### src/inc/tsi_map.svh
// register indices, field positions and reset values of the timer set
// assumes a 32-bit apb slave where byte address = 4 * register index
`ifndef TSI_MAP_SVH
`define TSI_MAP_SVH
// ******************************************
// register indices
// ******************************************
`define TSI_IDX_COUNT_CLOCK_CONTROL 6'h07
`define TSI_IDX_WATCHDOG_CONTROL 6'h08
`define TSI_IDX_COUNTERS_CLOCK_PRESCALE 6'h09
`define TSI_IDX_PULSE_TIMERS_CLOCK_PRESCALE 6'h0A
`define TSI_IDX_COUNTER_ONE_PRESET 6'h0B
`define TSI_IDX_COUNTER_TWO_PRESET 6'h0C
`define TSI_IDX_HIGH_PULSE_PRESET 6'h0D
`define TSI_IDX_LOW_PULSE_PRESET 6'h0E
`define TSI_IDX_INTERRUPT_MASK 6'h0F
`define TSI_IDX_INTERRUPT_STATUS 6'h10
`define TSI_IDX_INFRARED_CONTROL 6'h11
`define TSI_IDX_TIME_CLOCK_COUNTER 6'h12
// ******************************************
// field positions
// ******************************************
`define TSI_EXT_EDGE_BIT 7
`define TSI_GIE_BIT 6
`define TSI_SOURCE_BIT 5
`define TSI_EDGE_BIT 4
`define TSI_PRESCALER_ON_BIT 3
`define TSI_WATCHDOG_ON_BIT 3
`define TSI_IR_ON_BIT 0
`define TSI_MODULATE_BIT 1
`define TSI_LOW_ONLY_BIT 2
// ******************************************
// reset values
// ******************************************
`define TSI_RST_COUNT_CLOCK_CONTROL 8'hBF
`define TSI_RST_WATCHDOG_CONTROL 4'h7
`define TSI_RST_ZERO 8'h00
`endif

### src/inc/tsi_pkg.sv
// types shared by the timer set
// assumes nothing beyond the map header
package tsi_pkg;
    // phase of the generated pulse
    typedef enum logic [0:0] {
        TSI_PH_LOW = 1'b0,
        TSI_PH_HIGH = 1'b1
    } tsi_phase_e;
    // clock source and prescale code of one down-counter
    typedef struct packed {
        logic src;
        logic [2:0] rate;
    } tsi_tmr_cfg_s;
endpackage

### src/core/tsi_timer_set.sv
// timer set: two auto-reload counters, pulse width pair with infrared
// output, time clock counter, watchdog and interrupt mask, behind apb
// assumes oscillators, count pin and external interrupt pins are
// asynchronous and much slower than core_clk_i
//
// Design decision made here: the APB register port.
`timescale 1ns/1ps
`include "tsi_map.svh"
module tsi_timer_set
    import tsi_pkg::*;
#(
    parameter int unsigned PSC_W = 8
) (
    // clock and reset
    input wire logic core_clk_i,
    input wire logic rst_n_i,
    // apb slave
    input wire logic psel_i,
    input wire logic penable_i,
    input wire logic pwrite_i,
    input wire logic [7:0] paddr_i,
    input wire logic [31:0] pwdata_i,
    output logic [31:0] prdata_o,
    output logic pready_o,
    output logic pslverr_o,
    // oscillators and pins
    input wire logic main_osc_clock_i,
    input wire logic sub_osc_clock_i,
    input wire logic instr_clock_i,
    input wire logic count_pin_i,
    input wire logic ext_irq_zero_i,
    input wire logic ext_irq_one_i,
    input wire logic port_change_i,
    // core instruction strobes
    input wire logic irq_disable_instr_i,
    input wire logic irq_enable_instr_i,
    input wire logic irq_return_instr_i,
    input wire logic irq_entry_i,
    // results
    output logic infrared_output_o,
    output logic irq_o,
    output logic watchdog_timeout_o
);
    localparam int unsigned NPIN = 7;

    if (PSC_W < 8) begin : g_bad_width
        $error("PSC_W below 8 cannot hold ratio 1:256");
    end

    // ******************************************
    // pin synchronisers
    // ******************************************
    logic [NPIN-1:0] pin_w;
    logic [NPIN-1:0] s1_q, s2_q, s3_q, lvl_q, lvl_d, rise_w, fall_w;
    assign pin_w = {port_change_i, ext_irq_one_i, ext_irq_zero_i, count_pin_i,
                    instr_clock_i, sub_osc_clock_i, main_osc_clock_i};
    for (genvar i = 0; i < NPIN; i++) begin : g_pin
        assign lvl_d[i] = (s2_q[i] == s3_q[i]) ? s3_q[i] : lvl_q[i];
        assign rise_w[i] = lvl_d[i] & ~lvl_q[i];
        assign fall_w[i] = ~lvl_d[i] & lvl_q[i];
    end
    always_ff @(posedge core_clk_i or negedge rst_n_i) begin
        if (!rst_n_i) begin
            s1_q <= '0;
            s2_q <= '0;
            s3_q <= '0;
            lvl_q <= '0;
        end else begin
            s1_q <= pin_w;
            s2_q <= s1_q;
            s3_q <= s2_q;
            lvl_q <= lvl_d;
        end
    end

    // ******************************************
    // apb register file
    // ******************************************
    logic [7:0] tccr_q, tccr_d, cnt12_q, cnt12_d, pwcr_q, pwcr_d, imr_q, imr_d;
    logic [3:0] watchdog_control_q, watchdog_control_d;
    logic [2:0] irctl_q, irctl_d;
    logic [7:0] preset_q [4];
    logic [7:0] preset_d [4];
    logic [7:0] flags_q, tcc_q;
    logic gie_q;
    logic [31:0] prdata_q, prdata_d;
    logic pready_q, pready_d, pslverr_q, pslverr_d;
    logic [5:0] idx_w;
    logic wr_w, map_w;
    logic [7:0] rd_w, wd_w;
    assign idx_w = paddr_i[7:2];
    assign wd_w = pwdata_i[7:0];
    assign wr_w = psel_i & penable_i & pready_q & pwrite_i & map_w;

    always_comb begin
        map_w = 1'b1;
        rd_w = 8'h00;
        case (idx_w)
            `TSI_IDX_COUNT_CLOCK_CONTROL: begin
                rd_w = tccr_q;
                rd_w[`TSI_GIE_BIT] = gie_q;
            end
            `TSI_IDX_WATCHDOG_CONTROL: rd_w = {4'h0, watchdog_control_q};
            `TSI_IDX_COUNTERS_CLOCK_PRESCALE: rd_w = cnt12_q;
            `TSI_IDX_PULSE_TIMERS_CLOCK_PRESCALE: rd_w = pwcr_q;
            `TSI_IDX_COUNTER_ONE_PRESET: rd_w = preset_q[0];
            `TSI_IDX_COUNTER_TWO_PRESET: rd_w = preset_q[1];
            `TSI_IDX_HIGH_PULSE_PRESET: rd_w = preset_q[2];
            `TSI_IDX_LOW_PULSE_PRESET: rd_w = preset_q[3];
            `TSI_IDX_INTERRUPT_MASK: rd_w = imr_q;
            `TSI_IDX_INTERRUPT_STATUS: rd_w = flags_q;
            `TSI_IDX_INFRARED_CONTROL: rd_w = {5'h00, irctl_q};
            `TSI_IDX_TIME_CLOCK_COUNTER: rd_w = tcc_q;
            default: map_w = 1'b0;
        endcase
    end

    always_comb begin
        pready_d = psel_i & penable_i & ~pready_q;
        pslverr_d = psel_i & penable_i & ~pready_q & ~map_w;
        prdata_d = (psel_i & penable_i & ~pready_q) ? {24'h000000, rd_w} : prdata_q;
        tccr_d = tccr_q;
        watchdog_control_d = watchdog_control_q;
        cnt12_d = cnt12_q;
        pwcr_d = pwcr_q;
        imr_d = imr_q;
        irctl_d = irctl_q;
        preset_d = preset_q;
        if (wr_w) begin
            case (idx_w)
                `TSI_IDX_COUNT_CLOCK_CONTROL: tccr_d = wd_w;
                `TSI_IDX_WATCHDOG_CONTROL: watchdog_control_d = wd_w[3:0];
                `TSI_IDX_COUNTERS_CLOCK_PRESCALE: cnt12_d = wd_w;
                `TSI_IDX_PULSE_TIMERS_CLOCK_PRESCALE: pwcr_d = wd_w;
                `TSI_IDX_COUNTER_ONE_PRESET: preset_d[0] = wd_w;
                `TSI_IDX_COUNTER_TWO_PRESET: preset_d[1] = wd_w;
                `TSI_IDX_HIGH_PULSE_PRESET: preset_d[2] = wd_w;
                `TSI_IDX_LOW_PULSE_PRESET: preset_d[3] = wd_w;
                `TSI_IDX_INTERRUPT_MASK: imr_d = wd_w;
                `TSI_IDX_INFRARED_CONTROL: irctl_d = wd_w[2:0];
                default: irctl_d = irctl_q;
            endcase
        end
    end

    always_ff @(posedge core_clk_i or negedge rst_n_i) begin
        if (!rst_n_i) begin
            pready_q <= 1'b0;
            pslverr_q <= 1'b0;
            prdata_q <= 32'h00000000;
            tccr_q <= `TSI_RST_COUNT_CLOCK_CONTROL;
            watchdog_control_q <= `TSI_RST_WATCHDOG_CONTROL;
            cnt12_q <= `TSI_RST_ZERO;
            pwcr_q <= `TSI_RST_ZERO;
            imr_q <= `TSI_RST_ZERO;
            irctl_q <= 3'h0;
            for (int k = 0; k < 4; k++) begin
                preset_q[k] <= `TSI_RST_ZERO;
            end
        end else begin
            pready_q <= pready_d;
            pslverr_q <= pslverr_d;
            prdata_q <= prdata_d;
            tccr_q <= tccr_d;
            watchdog_control_q <= watchdog_control_d;
            cnt12_q <= cnt12_d;
            pwcr_q <= pwcr_d;
            imr_q <= imr_d;
            irctl_q <= irctl_d;
            preset_q <= preset_d;
        end
    end
    assign pready_o = pready_q;
    assign pslverr_o = pslverr_q;
    assign prdata_o = prdata_q;

    // ******************************************
    // down-counters: 0 counter one, 1 counter two, 2 high, 3 low
    // ******************************************
    tsi_phase_e phase_q, phase_d;
    logic [15:0] cfg_w;
    logic [3:0] run_w, uflow_w, tick_w;
    logic [PSC_W-1:0] psc_q [4];
    logic [PSC_W-1:0] psc_d [4];
    logic [7:0] cnt_q [4];
    logic [7:0] cnt_d [4];
    logic ir_on_w, low_only_w, modulate_w;
    assign ir_on_w = irctl_q[`TSI_IR_ON_BIT];
    assign low_only_w = irctl_q[`TSI_LOW_ONLY_BIT];
    assign modulate_w = irctl_q[`TSI_MODULATE_BIT];
    assign cfg_w = {pwcr_q, cnt12_q};
    assign run_w[0] = 1'b1;
    assign run_w[1] = 1'b1;
    assign run_w[2] = ir_on_w & (phase_q == TSI_PH_HIGH) & ~low_only_w;
    assign run_w[3] = ir_on_w & ((phase_q == TSI_PH_LOW) | low_only_w);

    for (genvar k = 0; k < 4; k++) begin : g_tmr
        tsi_tmr_cfg_s cfg;
        logic edge_w;
        logic [PSC_W-1:0] lim_w;
        logic [8:0] ratio_w;
        assign cfg = tsi_tmr_cfg_s'(cfg_w[4*k+3:4*k]);
        assign edge_w = cfg.src ? rise_w[0] : rise_w[1];
        assign ratio_w = 9'h002 << cfg.rate;
        assign lim_w = PSC_W'(ratio_w - 9'h001);
        // >= so a lowered ratio does not send the prescaler round its full range
        assign tick_w[k] = run_w[k] & edge_w & (psc_q[k] >= lim_w);
        assign uflow_w[k] = tick_w[k] & (cnt_q[k] == 8'h00);
        always_comb begin
            psc_d[k] = psc_q[k];
            cnt_d[k] = cnt_q[k];
            if (!run_w[k]) begin
                psc_d[k] = '0;
                cnt_d[k] = preset_q[k];
            end else if (edge_w) begin
                psc_d[k] = (psc_q[k] >= lim_w) ? '0 : psc_q[k] + 1'b1;
                if (tick_w[k]) begin
                    cnt_d[k] = (cnt_q[k] == 8'h00) ? preset_q[k] : cnt_q[k] - 8'h01;
                end
            end
        end
        always_ff @(posedge core_clk_i or negedge rst_n_i) begin
            if (!rst_n_i) begin
                psc_q[k] <= '0;
                cnt_q[k] <= 8'h00;
            end else begin
                psc_q[k] <= psc_d[k];
                cnt_q[k] <= cnt_d[k];
            end
        end
    end

    // ******************************************
    // infrared output
    // ******************************************
    logic carrier_q, carrier_d, ir_out_q, ir_out_d;
    always_comb begin
        carrier_d = carrier_q ^ uflow_w[1];
        phase_d = phase_q;
        if (!ir_on_w) begin
            phase_d = TSI_PH_HIGH;
        end else begin
            case (phase_q)
                TSI_PH_HIGH: if (uflow_w[2] | (low_only_w & uflow_w[3])) phase_d = TSI_PH_LOW;
                TSI_PH_LOW: if (uflow_w[3]) phase_d = TSI_PH_HIGH;
                default: phase_d = TSI_PH_HIGH;
            endcase
        end
        if (!ir_on_w) begin
            ir_out_d = 1'b0;
        end else if (phase_d == TSI_PH_HIGH) begin
            ir_out_d = 1'b1;
        end else begin
            ir_out_d = modulate_w & carrier_d;
        end
    end
    always_ff @(posedge core_clk_i or negedge rst_n_i) begin
        if (!rst_n_i) begin
            carrier_q <= 1'b0;
            phase_q <= TSI_PH_HIGH;
            ir_out_q <= 1'b0;
        end else begin
            carrier_q <= carrier_d;
            phase_q <= phase_d;
            ir_out_q <= ir_out_d;
        end
    end
    assign infrared_output_o = ir_out_q;

    // ******************************************
    // time clock counter and watchdog
    // ******************************************
    logic [7:0] tcc_d, tpsc_q, tpsc_d, tlim_w, wpsc_q, wpsc_d, wlim_w, wcnt_q, wcnt_d;
    logic tcc_edge_w, tcc_tick_w, tcc_ovf_w, wtick_w, wdt_to_q, wdt_to_d, tcc_wr_w;
    assign tcc_edge_w = tccr_q[`TSI_SOURCE_BIT] ?
                        (tccr_q[`TSI_EDGE_BIT] ? fall_w[3] : rise_w[3]) : rise_w[2];
    assign tlim_w = tccr_q[`TSI_PRESCALER_ON_BIT] ?
                    8'((9'h002 << tccr_q[2:0]) - 9'h001) : 8'h00;
    assign tcc_tick_w = tcc_edge_w & (tpsc_q >= tlim_w);
    assign tcc_ovf_w = tcc_tick_w & (tcc_q == 8'hFF);
    assign tcc_wr_w = wr_w & (idx_w == `TSI_IDX_TIME_CLOCK_COUNTER);
    assign wlim_w = 8'((9'h001 << watchdog_control_q[2:0]) - 9'h001);
    assign wtick_w = rise_w[1] & (wpsc_q == wlim_w);
    always_comb begin
        tcc_d = tcc_tick_w ? tcc_q + 8'h01 : tcc_q;
        tpsc_d = tcc_edge_w ? ((tpsc_q >= tlim_w) ? 8'h00 : tpsc_q + 8'h01) : tpsc_q;
        if (tcc_wr_w) begin
            tcc_d = wd_w;
            tpsc_d = 8'h00;
        end
        wpsc_d = rise_w[1] ? ((wpsc_q == wlim_w) ? 8'h00 : wpsc_q + 8'h01) : wpsc_q;
        wcnt_d = wtick_w ? wcnt_q + 8'h01 : wcnt_q;
        wdt_to_d = wtick_w & (wcnt_q == 8'hFF);
        if (!watchdog_control_q[`TSI_WATCHDOG_ON_BIT] || (wr_w && idx_w == `TSI_IDX_WATCHDOG_CONTROL)) begin
            wpsc_d = 8'h00;
            wcnt_d = 8'h00;
            wdt_to_d = 1'b0;
        end
    end
    always_ff @(posedge core_clk_i or negedge rst_n_i) begin
        if (!rst_n_i) begin
            tcc_q <= 8'h00;
            tpsc_q <= 8'h00;
            wpsc_q <= 8'h00;
            wcnt_q <= 8'h00;
            wdt_to_q <= 1'b0;
        end else begin
            tcc_q <= tcc_d;
            tpsc_q <= tpsc_d;
            wpsc_q <= wpsc_d;
            wcnt_q <= wcnt_d;
            wdt_to_q <= wdt_to_d;
        end
    end
    assign watchdog_timeout_o = wdt_to_q;

    // ******************************************
    // status flags, global enable, request
    // ******************************************
    logic [7:0] flags_d, set_w, clr_w;
    logic gie_d, irq_q, irq_d, ext0_w;
    assign ext0_w = tccr_q[`TSI_EXT_EDGE_BIT] ? fall_w[4] : rise_w[4];
    assign set_w = {rise_w[6] | fall_w[6], uflow_w[3], uflow_w[2], uflow_w[1],
                    uflow_w[0], fall_w[5], ext0_w, tcc_ovf_w};
    assign clr_w = (wr_w && idx_w == `TSI_IDX_INTERRUPT_STATUS) ? wd_w : 8'h00;
    always_comb begin
        flags_d = (flags_q & ~clr_w) | set_w;
        gie_d = gie_q;
        if (irq_enable_instr_i | irq_return_instr_i) begin
            gie_d = 1'b1;
        end else if (irq_disable_instr_i | irq_entry_i) begin
            gie_d = 1'b0;
        end
        irq_d = (|(flags_q & imr_q)) & gie_q;
    end
    always_ff @(posedge core_clk_i or negedge rst_n_i) begin
        if (!rst_n_i) begin
            flags_q <= 8'h00;
            gie_q <= 1'b0;
            irq_q <= 1'b0;
        end else begin
            flags_q <= flags_d;
            gie_q <= gie_d;
            irq_q <= irq_d;
        end
    end
    assign irq_o = irq_q;
endmodule

### config.mk
export PLATFORM = sky130hd
export DESIGN_NAME = tsi_timer_set
export DESIGN_NICKNAME = d
export VERILOG_FILES = /design/src/inc/tsi_pkg.sv /design/src/core/tsi_timer_set.sv
export VERILOG_INCLUDE_DIRS = /design/src /design/src/inc
export SDC_FILE = /design/constraint.sdc
export NUM_CORES = 1
export LEC_CHECK = 0
export ABC_AREA = 1
export BUFFER_PORTS_ARGS = -buffer_cell sky130_fd_sc_hd__buf_4
export CAP_MARGIN = 10
export CORE_AREA = 2 2 169 171
export CTS_CLUSTER_SIZE = 20
export DETAILED_ROUTE_END_ITERATION = 7
export DIE_AREA = 0 0 171 173
export PLACE_DENSITY = 0.73
export SETUP_SLACK_MARGIN = 0.15
export SLEW_MARGIN = 30
export SYNTH_ARGS = -nofsm -noshare
export SYNTH_HDL_FRONTEND = slang
export SYNTH_SLANG_ARGS = --single-unit
### constraint.sdc
create_clock -name core_clk_i -period 3.8 [get_ports core_clk_i]
set_input_delay 0.57 -clock core_clk_i [delete_from_list [all_inputs] [get_ports core_clk_i]]
set_output_delay 0.57 -clock core_clk_i [all_outputs]
set_load 0.01 [all_outputs]
==> results of run 1 <==
final cells by class:
cell class	instances	area [sq um]	share of cell area, %
clock buffer	34	709	5.21
clock inverter	12	76.3	0.560
inverter	177	672	4.93
multi-input combinational	1127	5830	42.8
sequential	218	5470	40.1
tap	378	473	3.47
timing repair buffer	50	398	2.92
registers in the layout (all words and copies together), names as in the netlist, 8 cells and up:
register	count
wcnt_q	8
wpsc_q	8
tpsc_q	8
pwcr_q	8
psc_q	32
prdata_o	8
cnt12_q	8
imr_q	8
preset_q	32
cnt_q	32
tcc_q	8
flags_q	8
worst reg2reg max path, stage by stage, from the launching register on:
cell and delay, ps:
sky130_fd_sc_hd__dfrtp_1 450, sky130_fd_sc_hd__inv_1 200, sky130_fd_sc_hd__nand2_1 120, sky130_fd_sc_hd__ha_1 230, sky130_fd_sc_hd__nor3_1 170, sky130_fd_sc_hd__o22ai_1 100
sky130_fd_sc_hd__ha_1 300, sky130_fd_sc_hd__nand2_1 70, sky130_fd_sc_hd__o21a_1 190, sky130_fd_sc_hd__nand2_1 130, sky130_fd_sc_hd__nand2_1 220, sky130_fd_sc_hd__inv_1 390
sky130_fd_sc_hd__nand3_1 220, sky130_fd_sc_hd__nand2_1 110
cells in the mapped netlist, types with 3 or more instances:
| cell type | instances | share of area, % |
|---|---|---|
| sky130_fd_sc_hd__nor2_1 | 121 | 3.7 |
| sky130_fd_sc_hd__nor2_2 | 4 | 0.20 |
| sky130_fd_sc_hd__maj3_1 | 3 | 0.24 |
| sky130_fd_sc_hd__clkbuf_1 | 14 | 0.43 |
| sky130_fd_sc_hd__nor2_4 | 4 | 0.37 |
| sky130_fd_sc_hd__o21ai_0 | 138 | 5.6 |
| sky130_fd_sc_hd__nor3_1 | 19 | 0.78 |
| sky130_fd_sc_hd__nand3_1 | 90 | 3.7 |
| sky130_fd_sc_hd__dfstp_2 | 11 | 2.4 |
| sky130_fd_sc_hd__nand3b_1 | 4 | 0.24 |
| sky130_fd_sc_hd__o21a_1 | 4 | 0.24 |
| sky130_fd_sc_hd__buf_2 | 7 | 0.29 |
| sky130_fd_sc_hd__o21ai_1 | 21 | 0.86 |
| sky130_fd_sc_hd__nand4_1 | 48 | 2.4 |
| sky130_fd_sc_hd__nand2_1 | 428 | 13 |
| sky130_fd_sc_hd__nand2_4 | 9 | 0.83 |
| sky130_fd_sc_hd__o22ai_1 | 14 | 0.71 |
| sky130_fd_sc_hd__xor2_1 | 44 | 3.1 |
| sky130_fd_sc_hd__ha_1 | 52 | 5.3 |
| sky130_fd_sc_hd__a31oi_1 | 6 | 0.31 |
| sky130_fd_sc_hd__inv_1 | 175 | 5.4 |
| sky130_fd_sc_hd__buf_6 | 8 | 0.73 |
| sky130_fd_sc_hd__o31ai_1 | 3 | 0.18 |
| sky130_fd_sc_hd__a21oi_1 | 47 | 1.9 |
| sky130_fd_sc_hd__xnor2_1 | 10 | 0.71 |
| sky130_fd_sc_hd__dfrtp_1 | 207 | 42 |
| sky130_fd_sc_hd__o211ai_1 | 11 | 0.67 |
| sky130_fd_sc_hd__a21o_1 | 3 | 0.18 |
| sky130_fd_sc_hd__buf_4 | 26 | 1.6 |
placed cells by master, fill, tap and decap left out, types with 7 or more instances in the layout:
master                      netlist  routed
sky130_fd_sc_hd__o21ai_0        138     137
sky130_fd_sc_hd__inv_1          175     175
sky130_fd_sc_hd__xor2_1          44      44
sky130_fd_sc_hd__clkinv_2         0       7
sky130_fd_sc_hd__xnor2_1         10      10
sky130_fd_sc_hd__ha_1            52      52
sky130_fd_sc_hd__nand2_1        428     428
sky130_fd_sc_hd__nand3_1         90      90
sky130_fd_sc_hd__nand2_4          9       9
sky130_fd_sc_hd__buf_4           26      47
sky130_fd_sc_hd__dfstp_2         11      11
sky130_fd_sc_hd__a21oi_1         47      47
sky130_fd_sc_hd__clkbuf_16        0      25
sky130_fd_sc_hd__o21ai_1         21      22
sky130_fd_sc_hd__o22ai_1         14      14
sky130_fd_sc_hd__nor3_1          19      19
sky130_fd_sc_hd__nand4_1         48      48
sky130_fd_sc_hd__o211ai_1        11      11
sky130_fd_sc_hd__dfrtp_1        207     207
sky130_fd_sc_hd__nor2_1         121     121
sky130_fd_sc_hd__conb_1           1      24
power breakdown:
part | total (uW) | internal (uW) | switching, uW
Combinational | 903 | 323 | 580
Sequential | 2630 | 2480 | 145
Clock | 2290 | 1310 | 981
metal layers:
layer	GRT usage, %	up-vias	share of wire [%]
met3	2.13	51	5.9
met5	0	-	0
met1	28.4	4931	45
li1	-	5141	-
met2	32.0	286	47
met4	6.36	0	2.8
kinds of logic after synthesis:
family          after synthesis
compound gates              258
xor+xnor                     54
fa+ha+maj                    55
buf+inv                     233
flops                       218
other cells                   1
simple gates                736
through the flow:
stage	utilization, %	hold slack [ps]	area, sq um
after global placement	46.4	332	12800
after global routing	49.3	141	13600
final	49.3	157	13600
after detailed placement	46.4	336	12800
after CTS	49.3	144	13600
after floorplan	-	274	12300
how the worst min path moves through the flow:
stage | startpoint | end | cells past startpoint
CTS | count_pin_i | s1_q[3] | 1
finish | count_pin_i | s1_q[3] | 1
detailed placement | s1_q[6] | s2_q[6] | 0
floorplan | rst_n_i | carrier_q | 0
global route | port_change_i | s1_q[6] | 1
global placement | s1_q[6] | s2_q[6] | 0
==> results.md, run 1 <==
* Layout cell share with drive strength beyond 1 at 7.85%
* Period minus WS final at 2970 ps
* Wirelength, routed at 29,300 microns
* Setup slack of the critical path after layout at 829 ps
* Via count of the first global-routing pass at ~9,700
* Clock transition at the register clock pins on the worst setup and hold paths after CTS at 60 ps
* Number of distinct library cells after synthesis at 47
* Leakage dissipation at 0.00669 uW
* Clock tree sinks at ~220
* PostCTS Resize Cnt at 0
* Worst-skew pair later-pin latency at between 500 and 600 ps
* Primary flip-flop cell chosen by synthesis mapping: sky130_fd_sc_hd__dfrtp_1
* Series of cell instances along the critical path: inv_1, nand2_1, ha_1, nor3_1, o22ai_1, ha_1, nand2_1, o21a_1, nand2_1, nand2_1, inv_1, nand3_1, nand2_1
* Remaining routing DRC violations at 0
* Total number of nets in the final design at between 1,500 and 2,000
* Tcrit/Tclk final at 78.2%
* Number of CTS-inserted buffers at 25
* Routability-driven placement congestion ratio at 0.945
* Number of flops mapped to enable cells by yosys at 0
* Fill count at 2,647
* Run status: finished clean
* Cell with the biggest individual delay on the critical path: sky130_fd_sc_hd__dfrtp_1
* Starting density of the core at 44.4%
* Max Slew Vio Count at 0
* Syn_area_per_cell at 7.88 sq um
* Signal arrival time at the worst endpoint at 3430 ps
* Maxcap violations at 0
* Most numerous cell on the critical path: sky130_fd_sc_hd__nand2_1
* First-pass iteration count of the detailed router at 5
* Crit path capture: flags_q[3]
* DP HPWL at between 20,000 and 25,000 microns
* Die Width at 171 microns
* Top-level port count at 93
* Residual antenna-violating net count after detailed routing at 0
* Total negative slack for setup checks at 0 ps
* Initial antenna violation count at 0
* Routed length per instance at 14.7 microns
* Worst-Margin Slew at 881 ps
* Initial detailed-routing violation count at 795
* Final-report setup violation count at 0
* Worst stage delay on the critical path at 450 ps
* Maximum clock frequency at roughly 0.34 GHz
* FF-to-FF path depth at 13
* Share of synthesized registers carrying an async set or reset at 100%
* Worst R2R Setup Slack at 830 ps
* Required arrival time at the worst endpoint at approximately 4300 ps
* Flop and latch count out of synthesis at 218
* Element type at the critical path start: flop
* Final cell count without fillers at 1,996
* Critical path class: flop to flop
* Clk Tree Root Cell: sky130_fd_sc_hd__clkbuf_16
* Combinational family with the most area after synthesis: simple AND/OR/NAND/NOR gates
* Worst flop-to-flop path endpoint: flags_q[3]
* Post-synthesis share of cell area spent on xor and xnor gates at under 10%
* Overall Power at 5830 uW
* Hold buffer count at CTS at 1
* TritonCTS clock tree: built
* Setup clock skew after layout at roughly 16 ps
* Logic depth of the worst path, buffers included at 13
* First-pass GRT wire length at 48,500 microns
* Post-Synth Adder-Cell Area at 5.55%
* Routed via count at 10,400
* Layout overhead on the synthesized area at 11.1%
* Category of cells accounting for the largest share of critical-path delay: simple AND/OR/NAND/NOR gates
* IR drop worst, VDD at between 0.4 and 0.5 mV
* Compound-Gate Fraction of Synth Area at a little under an eighth
* Floorplan die area at 29,600 sq um
* Antenna fix cells at 0
* Critical Path Fanout Max at 13
* Die boundary height at 173 microns
* Reg-to-reg critical path startpoint: cnt12_q[2]
* Pre-CTS worst setup slack at 859 ps
* Buf+Inv Stages, Crit Path at 2
* Multiplexer area fraction after synthesis at 0%
* Synthesis warning total at 0
* Number of I/O port buffers at 42
* Placed Cells at approximately 1,900
* Post-synthesis instance total at 1,555
* H-tree Lvls at 1
* Cell row count at 61
* Worst hold path class: primary input to flop
* Pin count of the biggest net entering global routing at 79
* Mapped cell area at 12,300 sq um
* Number of hold-slack violations in the final timing report at 0
* Worst slew slack as a fraction of its limit at 41.2%
* Total GRT Usage at 20.0%
* Areal power density over the cells at between 400 and 500 nW/um^2
* CORE AREA at roughly 28,000 sq um
* Post-CTS setup buffers at 0
* Clock Path Buffers at 3
* Overflow left after global routing at 0
* RSZ-0062 raised after global routing: no
* Timing startpoint of the critical path: cnt12_q[2]
* Kind of end point of the critical path: flop
* Post-synthesis share of cell area spent on and, or, nand and nor gates at 25.9%
* Average via count per standard cell at between 5 and 6
* Sequential area share after synthesis at 44.6%
Note: power is estimated with default switching activity, not from simulation.
==> run 2, diff against run 1 <==
- PLACE_DENSITY: 0.73 -> 0.75
- clock period: 3.8 -> 2.6 ns (I/O delays scaled with it)
==> results.md, run 2 (synthesis gave the netlist of run 1 again) <==
* Run status: finished clean
* NetSw at 2520 uW
* Most frequent cells in the layout: sky130_fd_sc_hd__nand2_1 (421), sky130_fd_sc_hd__dfrtp_1 (202), sky130_fd_sc_hd__inv_1 (166), sky130_fd_sc_hd__o21ai_0 (126), sky130_fd_sc_hd__nor2_1 (119)
* Die boundary height at 173 microns
* Layout overhead on the synthesized area at 16.1%
* Pin count of the biggest net entering global routing at 70
* Fraction of power spent switching nets at 28.6%
* Element type at the critical path start: flop
* RSZ-0062 raised after global routing: yes
* Largest registers in the final layout: cnt_q: 32 flops, preset_q: 32 flops, psc_q: 32 flops
* Kind of end point of the critical path: flop
* IR drop worst, VDD at 0.531 mV
* Core utilization of the finished layout at approximately 51%
* Routed via count at 10,700
* Combinational share of power at 16.1%
* Part of the total power dissipated in the clock network at 40.2%
* Fill count at 2,534
* Starting density of the core at 44.4%
* Hold Crit Endpoint: gie_q
* Remaining routing DRC violations at 0
* Residual antenna-violating net count after detailed routing at 0
* Internal power at 6290 uW
* Leakage dissipation at 0.00693 uW
* Leading cell type in the layout, fill and taps excluded: sky130_fd_sc_hd__nand2_1
* Overflow left after global routing at 0
* Area of the multi-input gates at 5980 sq um
* Critical path class: flop to flop
* H-tree Lvls at 1
* Initial antenna violation count at 0
* Reg-to-reg critical path startpoint: cnt12_q[0]
* Tcrit/Tclk final at 95.3%
* First-pass iteration count of the detailed router at 5
* Worst slew slack as a fraction of its limit at between 40% and 50%
* Top-level port count at 93
* Required arrival time at the worst endpoint at around 3000 ps
* First-pass GRT wire length at 49,700 microns
* Layout cell share with drive strength beyond 1 at roughly an eighth
* Antenna fix cells at 0
* Clock Path Buffers at 3
* Maxcap violations at 0
* Clock transition at the register clock pins on the worst setup and hold paths after CTS at 60 ps
* Wirelength, routed at slightly above 30,000 microns
* Number of I/O port buffers at between 40 and 50
* Critical Path Fanout Max at 7
* Total negative slack for setup checks at 0 ps
* CORE AREA at 27,600 sq um
* Seq pwr share at approximately 44%
* Clock tree sinks at 218
* Initial detailed-routing violation count at slightly above 900
* Floorplan die area at 29,600 sq um
* Max Slew Vio Count at 0
* Clk Tree Root Cell: sky130_fd_sc_hd__clkbuf_16
* Sequential Area at about 5500 sq um
* Areal power density over the cells at roughly 620 nW/um^2
* Worst flop-to-flop path endpoint: cnt_q[28]
* Signal arrival time at the worst endpoint at ~2900 ps
* Final-report setup violation count at 0
* FF-to-FF path depth at 14
* Total GRT Usage at 20.5%
* Total number of nets in the final design at 1,752
* Worst-skew pair later-pin latency at 530 ps
* DP HPWL at 21,600 microns
* Setup clock skew after layout at 12.7 ps
* Number of CTS-inserted buffers at 25
* Cell row count at 61
* Number of hold-slack violations in the final timing report at 0
* TritonCTS clock tree: built
* Routability-driven placement congestion ratio at ~0.94
* Maximum clock frequency at 0.403 GHz
* Die Width at between 150 and 200 microns
* Worst hold path class: primary input to flop
* Routed length per instance at 14.9 microns
* Period minus WS final at 2480 ps
* Worst-Margin Slew at 866 ps
* Number of cells on the worst hold path at 2
* Origin of the worst min-delay path: irq_entry_i
* Via count of the first global-routing pass at 10,000
* Worst R2R Setup Slack at 120 ps
* Average via count per standard cell at 5.24
## run 2: power groups by stage
stage | Sequential, uW | Clock, uW | Combinational, uW
2_1_floorplan | 3840 | 0 | 984
3_3_place_gp | 3880 | 0 | 1280
3_5_place_dp | 3890 | 0 | 1350
4_1_cts | 3840 | 3600 | 1370
5_1_grt | 3870 | 3760 | 1640
6_report | 3850 | 3540 | 1420
## run 2: how the worst max path moves through the flow
stage / start / to / cells past startpoint
CTS: cnt12_q[0] / flags_q[3] / 15
global route: cnt12_q[0] / cnt_q[28] / 15
detailed placement: cnt12_q[1] / flags_q[3] / 13
finish: cnt12_q[0] / cnt_q[28] / 14
floorplan: cnt12_q[1] / cnt_q[28] / 15
global placement: cnt12_q[1] / flags_q[3] / 13
## run 2: metrics by stage
step                      cell area, sq um  cells  power, uW  worst slack, ps  hold slack (ps)
after detailed placement             13100   1975       5240             1.77              336
final                                14200   2039       8810              121             40.7
after global routing                 14200   2039       9270            -92.3             53.8
after floorplan                      12400   1578       4820              180             94.4
after CTS                            14000   2031       8810              151             37.1
after global placement               13100   1975       5160              108              333
## run 2: cell type report
cell class | count | area share (%)
inverters | 177 | 4.80
repair buffers | 94 | 5.45
flip-flops and latches | 218 | 38.5
well taps | 378 | 3.32
clock buffers | 36 | 5.11
clock inverters | 8 | 0.721
repair inverters | 1 | 0.0528
multi-input cells | 1127 | 42.1
## run 2: timing repair
action / in CTS / in global routing
hold endpoints to repair: 72 / 0
pin swaps: 0 / 14
hold buffers: 8 / 0
gates cloned: 1 / 1
setup buffers: 3 / 7
setup endpoints to repair: 31 / 40
gates resized for setup: 14 / 48
## run 2: worst max-delay path: stages (launching register included)
cell and delay, ps:
sky130_fd_sc_hd__dfrtp_1 440, sky130_fd_sc_hd__inv_2 80, sky130_fd_sc_hd__nor2_1 100, sky130_fd_sc_hd__nand2_1 100
sky130_fd_sc_hd__ha_4 200, sky130_fd_sc_hd__nor3_4 180, sky130_fd_sc_hd__o22ai_2 90, sky130_fd_sc_hd__ha_1 320
sky130_fd_sc_hd__a21oi_2 140, sky130_fd_sc_hd__o21a_1 180, sky130_fd_sc_hd__nand2_2 90, sky130_fd_sc_hd__nand2_4 110
sky130_fd_sc_hd__clkinvlp_4 170, sky130_fd_sc_hd__nand3b_1 120, sky130_fd_sc_hd__nand2_1 60
## run 2: layer usage
layer,routed length [microns],global-route usage [%]
met2,14100,33.0
met5,0,0
met4,1100,7.56
met1,12900,28.1
met3,2210,3.09
==> run 3, diff against run 2 <==
- CORE_AREA: 2 2 169 171 -> 2 2 161 179
- DIE_AREA: 0 0 171 173 -> 0 0 163 181
==> results.md, run 3 (synthesis gave the netlist of run 1 again) <==
* Worst hold path class: primary input to flop
* Number of CTS-inserted buffers at 23
* Via count of the first global-routing pass at 10,100
* Part of the total power dissipated in the clock network at a little under 40%
* Initial detailed-routing violation count at 805
* Starting density of the core at between 40% and 50%
* Clk Tree Root Cell: sky130_fd_sc_hd__clkbuf_16
* DR WL met2 at 15,200 microns
* Leading cell type in the layout, fill and taps excluded: sky130_fd_sc_hd__nand2_1
* Minimum hold slack at roughly 46 ps
* Routed length per instance at roughly 15 microns
* Routability-driven placement congestion ratio at 0.917
* Average via count per standard cell at 5.25
* Sequential Area at 5480 sq um
* Total negative slack for setup checks at 0 ps
* Max Slew Vio Count at 0
* First-pass GRT wire length at 49,500 microns
* Routed met3 length at 1460 microns
* Fill count at roughly 2,500
* Maximum clock frequency at 0.400 GHz
* Placed Cells at 1,961
* Overflow left after global routing at 0
* RSZ-0062 raised after global routing: yes
* Top-level port count at 93
* Setup clock skew after layout at 26.5 ps
* Antenna fix cells at 0
* Remaining routing DRC violations at 0
* Largest registers in the final layout: cnt_q: 32 flops, preset_q: 32 flops, psc_q: 32 flops
* Leakage dissipation at just under 0.007 uW
* Worst-Margin Slew at 911 ps
* Total number of nets in the final design at ~1,800
* DP HPWL at 21,900 microns
* Clock transition at the register clock pins on the worst setup and hold paths after CTS at 60 ps
* Layout cell share with drive strength beyond 1 at 13.4%
* Area of the multi-input gates at 6010 sq um
* CORE AREA at between 20,000 and 30,000 sq um
* Kind of end point of the critical path: flop
* Routed via count at 10,700
* Die Width at 163 microns
* First-pass iteration count of the detailed router at 6
* Combinational share of power at between 15 and 20%
* Core utilization of the finished layout at 51.7%
* Layout overhead on the synthesized area at 16.5%
* IR drop worst, VDD at 0.567 mV
* Final cell count without fillers at 2,033
* Most frequent cells in the layout: sky130_fd_sc_hd__nand2_1 (416), sky130_fd_sc_hd__dfrtp_1 (199), sky130_fd_sc_hd__inv_1 (164), sky130_fd_sc_hd__o21ai_0 (128), sky130_fd_sc_hd__nor2_1 (117)
* Critical Path Fanout Max at 8
* Worst R2R Setup Slack at 100 ps
* Element type at the critical path start: flop
* Fraction of power spent switching nets at between 20% and 30%
* Number of hold-slack violations in the final timing report at 0
* Number of I/O port buffers at 42
* Wirelength, routed at between 30,000 and 40,000 microns
* Worst-skew pair later-pin latency at 540 ps
* Cell row count at 64
* Wire length on met1 at about 13,000 microns
* DR top layer: met4
* H-tree Lvls at 1
* Worst slew slack as a fraction of its limit at 39.3%
* TritonCTS clock tree: built
* Total GRT Usage at 20.6%
* Clock Path Buffers at 3
* Required arrival time at the worst endpoint at between 3000 and 4000 ps
* Maxcap violations at 0
* Pin count of the biggest net entering global routing at 74
* Critical path class: flop to flop
* Areal power density over the cells at 606 nW/um^2
* Die boundary height at 181 microns
* Seq pwr share at 44.4%
* NetSw at 2500 uW
* Signal arrival time at the worst endpoint at 2940 ps
* Period minus WS final at 2500 ps
* Tcrit/Tclk final at 96.2%
* Final-report setup violation count at 0
* Initial antenna violation count at 0
* Run status: finished clean
* Clock tree sinks at 218
* Internal power at 6150 uW
* Residual antenna-violating net count after detailed routing at 0
* Floorplan die area at 29,500 sq um
==> run 3: cell types whose count changed in the layout (fill, tap and decap cells not counted), moves of 3 or more <==
cell / delta
sky130_fd_sc_hd__nor3_2: +4
sky130_fd_sc_hd__o22ai_1: +3
sky130_fd_sc_hd__nand2_1: -5
sky130_fd_sc_hd__nand2_2: +4
sky130_fd_sc_hd__buf_4: +9
sky130_fd_sc_hd__o21ai_1: -3
sky130_fd_sc_hd__dfrtp_1: -3
sky130_fd_sc_hd__nor2_2: +3
sky130_fd_sc_hd__nor3_1: -3
sky130_fd_sc_hd__dfrtp_2: +3
sky130_fd_sc_hd__o22ai_2: -3
==> run 3: timing repair <==
item,4_1_cts,5_1_grt
resized for setup,12,61
endpoints found under the hold margin,74,0
endpoints found under the setup margin,28,50
hold buffers,8,0
setup buffers,7,14
pin swaps,3,26
cloned,1,2
==> run 3: final timing paths <==
| check | startpoint | end | depth (start not counted) |
|---|---|---|---|
| max | pwcr_q[1] | cnt_q[9] | 15 |
| min reg2reg | s1_q[6] | s2_q[6] | 0 |
| min | irq_disable_instr_i | gie_q | 2 |
| min in group asynchronous | rst_n_i | psc_q[6] | 2 |
| max reg2reg | pwcr_q[1] | cnt_q[9] | 15 |
| max in group asynchronous | rst_n_i | watchdog_control_q[1] | 3 |
==> run 3: power groups by stage <==
stage / clock, uW / sequential (uW) / combinational [uW]
final: 3340 / 3840 / 1480
after global routing: 3530 / 3870 / 1680
after CTS: 3380 / 3830 / 1390
after detailed placement: 0 / 3890 / 1320
after global placement: 0 / 3880 / 1280
after floorplan: 0 / 3840 / 984
==> run 3: stage by stage <==
stage	power, uW	worst slack [ps]	area [sq um]
floorplan	4820	180	12400
global placement	5160	107	13000
detailed placement	5210	-18.7	13000
CTS	8600	137	14000
global route	9080	-80.0	14300
finish	8650	98.6	14300
==> run 3: layer usage <==
| layer | up-vias | global-route usage [%] |
|---|---|---|
| met5 | - | 0 |
| met4 | 0 | 6.76 |
| met3 | 71 | 2.20 |
| met2 | 295 | 35.7 |
| met1 | 5063 | 27.0 |
| li1 | 5253 | - |
==> run 3: cell type report <==
type	instances	area share, %
Sequential cell	218	38.4
Clock inverter	9	0.780
Multi-Input combinational cell	1127	42.1
Clock buffer	32	4.55
Timing Repair Buffer	106	6.20
Timing Repair inverter	1	0.0526
Tap cell	363	3.18
Inverter	177	4.79
==> run 3: worst max-delay path, stage by stage, from the launching register on <==
cell and delay, ps:
sky130_fd_sc_hd__dfrtp_2 450, sky130_fd_sc_hd__nor2_4 170, sky130_fd_sc_hd__nand2_4 80, sky130_fd_sc_hd__ha_4 170, sky130_fd_sc_hd__nand3_1 90, sky130_fd_sc_hd__o211ai_1 110
sky130_fd_sc_hd__ha_1 320, sky130_fd_sc_hd__nand2_1 70, sky130_fd_sc_hd__a21oi_1 150, sky130_fd_sc_hd__nor2_1 70, sky130_fd_sc_hd__nand2_2 100, sky130_fd_sc_hd__inv_2 60
sky130_fd_sc_hd__o21ai_4 230, sky130_fd_sc_hd__buf_12 150, sky130_fd_sc_hd__o211ai_1 80, sky130_fd_sc_hd__o21ai_1 100
